==> src/rtl/sml_pkg.sv <==
// Package for the address-limit command interpreter
package sml_pkg;
  // Command codes
  localparam logic [7:0] CMD_SET_LIMIT = 8'hF9;
  localparam logic [7:0] CMD_READ_NATIVE = 8'hF8;
  // Feature codes of the security subcommands
  localparam logic [7:0] FEAT_PASSWORD = 8'h01;
  localparam logic [7:0] FEAT_LOCK = 8'h02;
  localparam logic [7:0] FEAT_UNLOCK = 8'h03;
  localparam logic [7:0] FEAT_FREEZE = 8'h04;
  // Device register fields
  localparam int DEV_LBA_BIT = 6;
  localparam int DEV_DRV_BIT = 4;
  // Sector count option bit
  localparam int SC_NONVOL_BIT = 0;
  // Error and status bit positions
  localparam int ERR_ABT_BIT = 2;
  localparam int ST_BSY_BIT = 7;
  localparam int ST_RDY_BIT = 6;
  localparam int ST_ERR_BIT = 0;
  // 28-bit address ceiling
  localparam logic [47:0] LBA28_MAX = 48'h0000_0FFF_FFFF;
  // Wishbone register byte offsets
  localparam logic [7:0] REG_CTRL = 8'h00;
  localparam logic [7:0] REG_STATUS = 8'h04;
  localparam logic [7:0] REG_LIMIT = 8'h08;
  localparam logic [7:0] REG_ID60 = 8'h0C;
  localparam logic [7:0] REG_ID100 = 8'h10;
  localparam logic [7:0] REG_IRQ_STAT = 8'h14;
  localparam logic [7:0] REG_IRQ_MASK = 8'h18;
  localparam logic [7:0] REG_NATIVE = 8'h1C;
  // Reset values
  localparam logic [31:0] CTRL_RESET = 32'h0000_0000;
  localparam logic [3:0] MASK_RESET = 4'h0;
  // Interrupt event bits
  localparam int EV_DONE = 0;
  localparam int EV_ABORT = 1;
  localparam int EV_SUBCMD = 2;
  localparam int EV_RANGE = 3;
  localparam int EV_W = 4;

  typedef enum logic [2:0] {
    SML_SUB_NONE, SML_SUB_PASSWORD, SML_SUB_LOCK, SML_SUB_UNLOCK, SML_SUB_FREEZE
  } sml_sub_e;

  typedef struct packed {
    logic [7:0] feature;
    logic [7:0] sect_cnt;
    logic [7:0] lba_low;
    logic [7:0] lba_mid;
    logic [7:0] lba_high;
    logic [7:0] device;
    logic [7:0] command;
  } sml_taskfile_s;

  typedef struct packed {
    logic [7:0] error;
    logic [7:0] status;
  } sml_result_s;

  typedef struct packed {
    logic cyc;
    logic stb;
    logic we;
    logic [3:0] sel;
    logic [7:0] adr;
    logic [31:0] dat;
  } sml_wb_req_s;
endpackage

==> src/rtl/sml_limit_cmd.sv <==
// Address-limit command interpreter with Wishbone register access
// Function
// Command F9h replaces max address when the request fits the capacity.
// Accesses beyond the set limit are refused with the abort flag.
// Both identify commands report the new limit as default maximum.
// After read-native-max the command sets the limit whatever Feature holds.
// Otherwise Feature picks subcommand: password, lock, unlock, freeze.
// Host should issue read-native-max and wait before this command.
// Locked or frozen limit security state aborts the limit command.
// CHS takes cylinder from LBA High/Mid; head and LBA Low default.
// LBA assembles Low 0-7, Mid 8-15, High 16-23, head 24-27.
// On success identify words 61:60 hold the new maximum.
// Words 103:100 follow 61:60 except the 28-bit ceiling case.
// A protected area set by the extended command aborts this one.
// Option bit one keeps the limit over resets; zero loses it. Here rst_b loads all ones whatever the option.
// Nonvolatile option in address-offset mode aborts the command.
// The limit form ignores the Feature register.
// Device register L bit: zero CHS, one LBA.
// Device register D bit: zero master, one slave.
// Abort sets abort flag and error, clears busy, keeps ready.
`timescale 1ns/1ns
module sml_limit_cmd
  import sml_pkg::*;
#(
  parameter logic [27:0] NATIVE_MAX = 28'h0FF_FFFF,
  parameter logic [15:0] DEF_CYL_MAX = 16'h3FFF,
  parameter logic [3:0] DEF_HEADS = 4'hF,
  parameter logic [5:0] DEF_SECTORS = 6'h3F,
  parameter logic DRIVE_ID = 1'b0
) (
  // Clock and reset
  input wire logic sys_clk,
  input wire logic rst_b,
  // Hard reset pin, asynchronous
  input wire logic hard_reset_b,
  // Task-file command strobe from the host-side logic
  input wire logic cmd_valid,
  input wire sml_pkg::sml_taskfile_s cmd_tf,
  // Access check request
  input wire logic acc_valid,
  input wire logic [27:0] acc_lba,
  // Device state inputs
  input wire logic offset_mode,
  input wire logic ext_hpa_set,
  // Command result
  output sml_pkg::sml_result_s cmd_result,
  output logic cmd_done,
  output logic acc_abort,
  output logic [27:0] limit_out,
  output sml_pkg::sml_sub_e sub_cmd,
  output logic sub_valid,
  // Wishbone slave
  input wire sml_pkg::sml_wb_req_s wb_req,
  output logic [31:0] wb_dat_o,
  output logic wb_ack,
  // Interrupt
  output logic irq
);
  import sml_pkg::*;

  function automatic logic hit(input logic [7:0] a, input logic [7:0] off);
    return a == off;
  endfunction

  // Feature code to subcommand kind
  function automatic sml_sub_e sub_of(input logic [7:0] f);
    case (f)
      FEAT_PASSWORD: return SML_SUB_PASSWORD;
      FEAT_LOCK: return SML_SUB_LOCK;
      FEAT_UNLOCK: return SML_SUB_UNLOCK;
      FEAT_FREEZE: return SML_SUB_FREEZE;
      default: return SML_SUB_NONE;
    endcase
  endfunction

  logic hrst_s;
  logic hrst_d;
  logic native_seen;
  logic locked;
  logic frozen;
  logic nonvol;
  logic [27:0] limit;
  logic [27:0] id60;
  logic [47:0] id100;
  logic [EV_W-1:0] irq_stat;
  logic [EV_W-1:0] irq_mask;
  logic [31:0] ctrl;

  sml_sync #(.W(1)) u_sync (
    .sys_clk(sys_clk),
    .rst_b(rst_b),
    .d(hard_reset_b),
    .q(hrst_s)
  );

  // Hard reset falling edge
  wire hard_rst_ev = hrst_d && !hrst_s;
  // Command decode
  wire for_us = cmd_tf.device[DEV_DRV_BIT] == DRIVE_ID;
  wire is_limit_cmd = cmd_valid && for_us && cmd_tf.command == CMD_SET_LIMIT;
  wire is_native = cmd_valid && for_us && cmd_tf.command == CMD_READ_NATIVE;
  wire limit_form = is_limit_cmd && native_seen;
  wire sub_form = is_limit_cmd && !native_seen;
  wire sml_sub_e sub_kind = sub_of(cmd_tf.feature);
  wire lba_mode = cmd_tf.device[DEV_LBA_BIT];
  wire opt_nv = cmd_tf.sect_cnt[SC_NONVOL_BIT];
  // Requested maximum in LBA units
  wire [27:0] req_lba = {cmd_tf.device[3:0], cmd_tf.lba_high, cmd_tf.lba_mid,
                         cmd_tf.lba_low};
  wire [15:0] req_cyl = {cmd_tf.lba_high, cmd_tf.lba_mid};
  wire [31:0] cyl_lba_w = ({16'h0000, req_cyl} + 32'h0000_0001) *
                          {24'h00_0000, 4'h0, DEF_HEADS} * 32'h0000_0001;
  wire [31:0] chs_cnt = cyl_lba_w * ({26'h000_0000, DEF_SECTORS} + 32'h0000_0001)
                        - 32'h0000_0001;
  wire [27:0] chs_lba = chs_cnt[27:0];
  wire [27:0] new_max = lba_mode ? req_lba : chs_lba;
  // Only a drive whose native maximum equals the 28-bit ceiling takes the ceiling request
  wire big_dev = NATIVE_MAX == LBA28_MAX[27:0];
  wire ceil_req = lba_mode && big_dev && (req_lba == LBA28_MAX[27:0]);
  wire over_cap = !lba_mode ? (req_cyl > DEF_CYL_MAX) : (new_max > NATIVE_MAX);
  wire lim_abort = locked || frozen || ext_hpa_set || (opt_nv && offset_mode)
                   || (over_cap && !ceil_req);
  wire feat_ok = cmd_tf.feature >= FEAT_PASSWORD && cmd_tf.feature <= FEAT_FREEZE;
  wire sub_abort = !feat_ok || frozen;
  wire cmd_abort = limit_form ? lim_abort : sub_abort;
  wire [27:0] eff_max = ceil_req ? NATIVE_MAX : new_max;
  // Events
  wire ev_done = is_limit_cmd && !cmd_abort;
  wire ev_abort = is_limit_cmd && cmd_abort;
  wire ev_range = acc_valid && acc_lba > limit;
  wire [EV_W-1:0] ev_vec = {ev_range, sub_form && !sub_abort, ev_abort, ev_done};
  // Wishbone decode
  wire wb_go = wb_req.cyc && wb_req.stb && !wb_ack;
  wire wb_wr = wb_go && wb_req.we && wb_req.sel[0];
  wire [EV_W-1:0] stat_clr = (wb_wr && hit(wb_req.adr, REG_IRQ_STAT))
                             ? wb_req.dat[EV_W-1:0] : '0;
  wire [31:0] rd_mux =
    hit(wb_req.adr, REG_CTRL) ? ctrl :
    hit(wb_req.adr, REG_STATUS) ? {26'h0, nonvol, frozen, locked, native_seen,
                                   cmd_result.error[ERR_ABT_BIT],
                                   cmd_result.status[ST_ERR_BIT]} :
    hit(wb_req.adr, REG_LIMIT) ? {4'h0, limit} :
    hit(wb_req.adr, REG_ID60) ? {4'h0, id60} :
    hit(wb_req.adr, REG_ID100) ? id100[31:0] :
    hit(wb_req.adr, REG_IRQ_STAT) ? {28'h0, irq_stat} :
    hit(wb_req.adr, REG_IRQ_MASK) ? {28'h0, irq_mask} :
    hit(wb_req.adr, REG_NATIVE) ? {4'h0, NATIVE_MAX} : 32'h0000_0000;
  // Software may force a volatile-limit drop via ctrl bit 0
  wire sw_drop = ctrl[0];
  wire vol_reset = (hard_rst_ev || sw_drop) && !nonvol;
  // Accepted forms, shared by several registers below
  wire sub_ok = sub_form && !sub_abort;
  wire lim_ok = limit_form && !lim_abort;
  // Set wins over a write-one clear in the same cycle
  wire [EV_W-1:0] next_irq_stat = (irq_stat & ~stat_clr) | ev_vec;

  // Low after reset so the idle-high pin gives no false edge
  always_ff @(posedge sys_clk) begin
    if (!rst_b) begin
      hrst_d <= 1'b0;
    end else begin
      hrst_d <= hrst_s;
    end
  end

  // One wait state: ack and read data one cycle after the request
  always_ff @(posedge sys_clk) begin
    if (!rst_b) begin
      wb_ack <= 1'b0;
      wb_dat_o <= 32'h0000_0000;
    end else begin
      wb_ack <= wb_go;
      wb_dat_o <= wb_go ? rd_mux : 32'h0000_0000;
    end
  end

  // Control word; bit 0 clears itself after one cycle
  always_ff @(posedge sys_clk) begin
    if (!rst_b) begin
      ctrl <= CTRL_RESET;
    end else if (wb_wr && hit(wb_req.adr, REG_CTRL)) begin
      ctrl <= wb_req.dat;
    end else begin
      ctrl <= {ctrl[31:1], 1'b0};
    end
  end

  always_ff @(posedge sys_clk) begin
    if (!rst_b) begin
      irq_mask <= MASK_RESET;
    end else if (wb_wr && hit(wb_req.adr, REG_IRQ_MASK)) begin
      irq_mask <= wb_req.dat[EV_W-1:0];
    end
  end

  // Interrupt follows the next status so it rises with the event
  always_ff @(posedge sys_clk) begin
    if (!rst_b) begin
      irq_stat <= '0;
      irq <= 1'b0;
    end else begin
      irq_stat <= next_irq_stat;
      irq <= |(next_irq_stat & irq_mask);
    end
  end

  // Registered pulses and the limit copy
  always_ff @(posedge sys_clk) begin
    if (!rst_b) begin
      cmd_done <= 1'b0;
      sub_valid <= 1'b0;
      acc_abort <= 1'b0;
      limit_out <= '1;
    end else begin
      cmd_done <= is_limit_cmd;
      sub_valid <= sub_ok;
      acc_abort <= ev_range;
      limit_out <= limit;
    end
  end

  // Any other command to this drive breaks the read-native pairing
  always_ff @(posedge sys_clk) begin
    if (!rst_b) begin
      native_seen <= 1'b0;
    end else if (hard_rst_ev) begin
      native_seen <= 1'b0;
    end else if (cmd_valid && for_us) begin
      native_seen <= is_native;
    end
  end

  // Lock state; hard reset wins over a lock in the same cycle
  always_ff @(posedge sys_clk) begin
    if (!rst_b) begin
      locked <= 1'b0;
    end else if (hard_rst_ev) begin
      locked <= 1'b0;
    end else if (sub_ok && sub_kind == SML_SUB_LOCK) begin
      locked <= 1'b1;
    end else if (sub_ok && sub_kind == SML_SUB_UNLOCK) begin
      locked <= 1'b0;
    end
  end

  // Freeze holds until power-on reset
  always_ff @(posedge sys_clk) begin
    if (!rst_b) begin
      frozen <= 1'b0;
    end else if (sub_ok && sub_kind == SML_SUB_FREEZE) begin
      frozen <= 1'b1;
    end
  end

  // Nonvolatile limit survives hard reset and the ctrl bit 0 drop; power-on reset is rst_b
  always_ff @(posedge sys_clk) begin
    if (!rst_b) begin
      limit <= '1;
      nonvol <= 1'b0;
    end else if (vol_reset) begin
      limit <= NATIVE_MAX;
    end else if (lim_ok) begin
      limit <= eff_max;
      nonvol <= opt_nv;
    end
  end

  // Identify words 61:60 and the low part of 103:100
  always_ff @(posedge sys_clk) begin
    if (!rst_b) begin
      id60 <= '1;
      id100 <= '1;
    end else if (vol_reset) begin
      id60 <= NATIVE_MAX;
      id100 <= {20'h0_0000, NATIVE_MAX};
    end else if (lim_ok) begin
      id60 <= ceil_req ? LBA28_MAX[27:0] : eff_max;
      id100 <= {20'h0_0000, eff_max};
    end
  end

  always_ff @(posedge sys_clk) begin
    if (!rst_b) begin
      sub_cmd <= SML_SUB_NONE;
    end else if (sub_ok) begin
      sub_cmd <= sub_kind;
    end
  end

  // Result stands until the next command of this kind
  always_ff @(posedge sys_clk) begin
    if (!rst_b) begin
      cmd_result <= '0;
    end else if (is_limit_cmd) begin
      cmd_result.error <= cmd_abort ? (8'h01 << ERR_ABT_BIT) : 8'h00;
      cmd_result.status <= (8'h01 << ST_RDY_BIT) |
                           (cmd_abort ? (8'h01 << ST_ERR_BIT) : 8'h00);
    end
  end
endmodule // sml_limit_cmd

==> src/rtl/sml_sync.sv <==
// Two-flop synchroniser bank for asynchronous inputs
`timescale 1ns/1ns
module sml_sync #(
  parameter int W = 1
) (
  // Clock and reset
  input wire logic sys_clk,
  input wire logic rst_b,
  // Data
  input wire logic [W-1:0] d,
  output logic [W-1:0] q
);
  logic [W-1:0] meta;

  always_ff @(posedge sys_clk) begin
    if (!rst_b) begin
      meta <= '0;
      q <= '0;
    end else begin
      meta <= d;
      q <= meta;
    end
  end
endmodule // sml_sync
==> config.mk <==
export PLATFORM = sky130hd
export DESIGN_NAME = sml_limit_cmd
export DESIGN_NICKNAME = d
export VERILOG_FILES = /design/src/rtl/sml_pkg.sv /design/src/rtl/sml_limit_cmd.sv /design/src/rtl/sml_sync.sv
export SDC_FILE = /design/constraint.sdc
export NUM_CORES = 1
export LEC_CHECK = 0
export ABC_AREA = 1
export BUFFER_PORTS_ARGS = -buffer_cell sky130_fd_sc_hd__buf_2
export CAP_MARGIN = 10
export CORE_MARGIN = 4
export CORE_UTILIZATION = 59
export CTS_CLUSTER_SIZE = 28
export DETAILED_ROUTE_END_ITERATION = 10
export PLACE_DENSITY_LB_ADDON = 0.15
export SETUP_SLACK_MARGIN = 0.5
export SLEW_MARGIN = 20
export SYNTH_ARGS = -nofsm -noshare
export SYNTH_HDL_FRONTEND = slang
export SYNTH_SLANG_ARGS = --single-unit
==> constraint.sdc <==
create_clock -name sys_clk -period 9.4 [get_ports sys_clk]
set_input_delay 1.88 -clock sys_clk [delete_from_list [all_inputs] [get_ports sys_clk]]
set_output_delay 1.88 -clock sys_clk [all_outputs]
set_load 0.02 [all_outputs]
==> impl_metrics.ini <==
[grt]
grt_max_degree = 75
grt_use_total = 0.282
gr-total-overflow = 0
grt_pass1_vias = 8390
grt_pass1_wl_mm = 40.4
grt_antenna_before_repair = 0

[yosys]
synth_cells = 1309
synth_xor_area_frac = 0.0426
ys_seq_area_frac = 0.323
synth-simple-area-share = 0.264
synthAdderAreaFrac = 0.118
synth_top_family_by_area = simple AND/OR/NAND/NOR gates
yosysWarnings = 0
muxShareOfSynthArea = 0
syn_area_per_cell_sq_um = 6.91
ys_types = 46
syn-cell-area_sq_mm = 0.00904
synth_edf_count = 0
async_reset_ff_frac = 0
synth-seq-cells = 146
ys_dominant_reg_cell = dfxtp_1
synth_compound_area_frac = 0.141

[cells_and_area]
n_antenna_cell = 0
fillCellCount = 1267
area_growth_pct = 18.4
mostFrequentLayoutCells = nand2_1, buf_2, inv_1
instances_no_fill = 1689
final_common_cell = nand2_1
fin_nets = 1704
drive_gt1_frac = 0.186
fin_util = 0.726

[worst_setup_path]
regToRegSetupSlack_ns = 7.00
timing.rr.end = irq
crit_fanout = 6
critPathMaxStageDelay_ns = 0.51
rr_worst_depth = 13
cp.depth = 30
crit_family = simple AND/OR/NAND/NOR gates
crit_type = input pin to flop
start_kind = input pin
crit_top_cell = nand2_1
crit_buf_inv = 6
critPathSlowestCell = fa_1
crit_required_ns = 9.67
r2r-start = id60[25]
worstSetupEndpointType = flop
cp.arrival_ns = 6.67

[die]
core_area_sq_mm = 0.0148
rows = 44
die_area_sq_mm = 0.0174
initial_core_util = 0.613
die_h_microns = 132
fp.dieW_microns = 132
pin_count = 222

[status]
status = complete, no violations

[hold_path]
hold_depth = 2
min_from = u_sync.meta
hold_class = flop to flop
holdPathEnd = u_sync.q

[timing]
min_period_ns = 6.39
fin_tns_setup_ns = 0
finalCritPeriodShare = 0.680
max_slew_margin = 0.370
fmax_mhz = 156
hold_viol = 0
finClkSkew_ns = 0.00930
max_slew.worst_pin.slew_ns = 0.944
setup_viol = 0
holdWs_ns = 0.432
rsz0062_at_grt = no
layout_setup_ws_ns = 3.01
slew_violations = 0

[placement]
dp_hpwl_mm = 19.4
gp_congestion = 0.915
dpl.cell_count = 1657
place_ws_ns = 2.61
io_buffers = 196

[cts]
root_buffer = clkbuf_16
cts_hold_buf = 0
cts_buffers = 17
cts_sinks = 146
clock_path_buffers = 2
path_clk_slew_ns = 0.06
post_cts_buffers = 0
clk_latency_ns = 0.42
cts_tree = done
cts_repair_resize_count = 0
cts.htree.levels = 4

[routing]
drc = 0
drtIter0Drc = 676
drtPass1Iterations = 5
vias_per_cell = 5.30
wl_mm = 24.7
wl_per_cell_microns = 14.7
via_count = 8960
ant_nets = 0

[power]
p_leak_nw = 5.56
vdd_drop_max_mv = 0.143
power.density_mw_per_mm2 = 180

[job]
drv_cap = 0
## synthesized netlist by cell type (all sizes together) (2+ instances only)
master,count,area [sq um]
nand2,301,1150
inv,197,739
dfxtp,146,2920
nor2,140,576
a21oi,133,673
o21ai,90,450
ha,56,701
nand3,52,293
xor2,34,298
clkbuf,30,113
buf,20,135
fa,18,360
nor3,18,105
nand4,17,113
xnor2,10,87.6
nand3b,9,67.6
or2,7,43.8
o211ai,5,37.5
a211oi,4,30.0
nor4,4,25.0
a31oi,3,18.8
a21boi,2,15.0
clkinv,2,7.51
o31ai,2,15.0
## through the flow
stage / area, sq um / total power [mW]
6_report: 10700 / 1.93
5_1_grt: 10700 / 2.05
4_1_cts: 10700 / 1.93
3_5_place_dp: 10100 / 1.26
3_3_place_gp: 10100 / 1.24
2_1_floorplan: 9090 / 1.13
## worst max-delay path by stage
stage / start / endpoint / slack, ns
2_1_floorplan: cmd_tf[24] / id60[25] / 3.52
3_3_place_gp: cmd_tf[24] / id60[25] / 2.74
3_5_place_dp: cmd_tf[24] / id60[25] / 2.61
4_1_cts: cmd_tf[24] / id60[25] / 3.03
5_1_grt: cmd_tf[24] / id60[25] / 2.43
6_report: cmd_tf[24] / id60[25] / 3.01
## tightest hold or removal path, stage by stage (launching register included)
cell,delay [ns]
dfxtp_1,0.30
nand2_1,0.05
inv_1,0.04
## power by group
group,total (mW),switching [mW],internal (mW)
combinational,0.629,0.411,0.218
clock,0.679,0.281,0.398
sequential,0.622,0.00134,0.621
## metal layers
layer  vias to the layer above  wire length (microns)  track usage  part of all wire
li1                       4517                      -            -                 -
met1                      4052                  10700        0.356              0.43
met2                       347                  11700        0.480              0.47
met3                        44                   1700       0.0592             0.069
met4                         0                    667       0.0998             0.027
met5                         -                      0            0                 0
## logic make-up (layout without fill, tap and decap cells)
| logic type | after synthesis | after routing |
|---|---|---|
| AOI/OAI and AO/OA | 244 | 244 |
| buffers and inverters | 249 | 433 |
| and+or+nand+nor | 550 | 550 |
| adders and majority gates | 75 | 75 |
| xor gates and xnor gates | 44 | 44 |
| other | 1 | 13 |
| DFF | 146 | 146 |
## flip-flops by register name, summed over array words and instances, names as in the netlist, 2 cells and up
signal,flops
ctrl,32
irq_stat,4
irq_mask,4
id100,26
sub_cmd,3
cmd_result,2
wb_dat_o,32
limit_out,28
id60,3
## final cells by class
cell class,count,area (sq um),area share
repair buffers,202,1030,0.0958
well taps,184,230,0.0215
flip-flops and latches,146,2920,0.273
multi-input cells,926,5180,0.484
inverters,199,747,0.0698
clock buffers,17,425,0.0397
clock inverters,15,173,0.0161
Note: power is estimated with default switching activity, not from simulation.
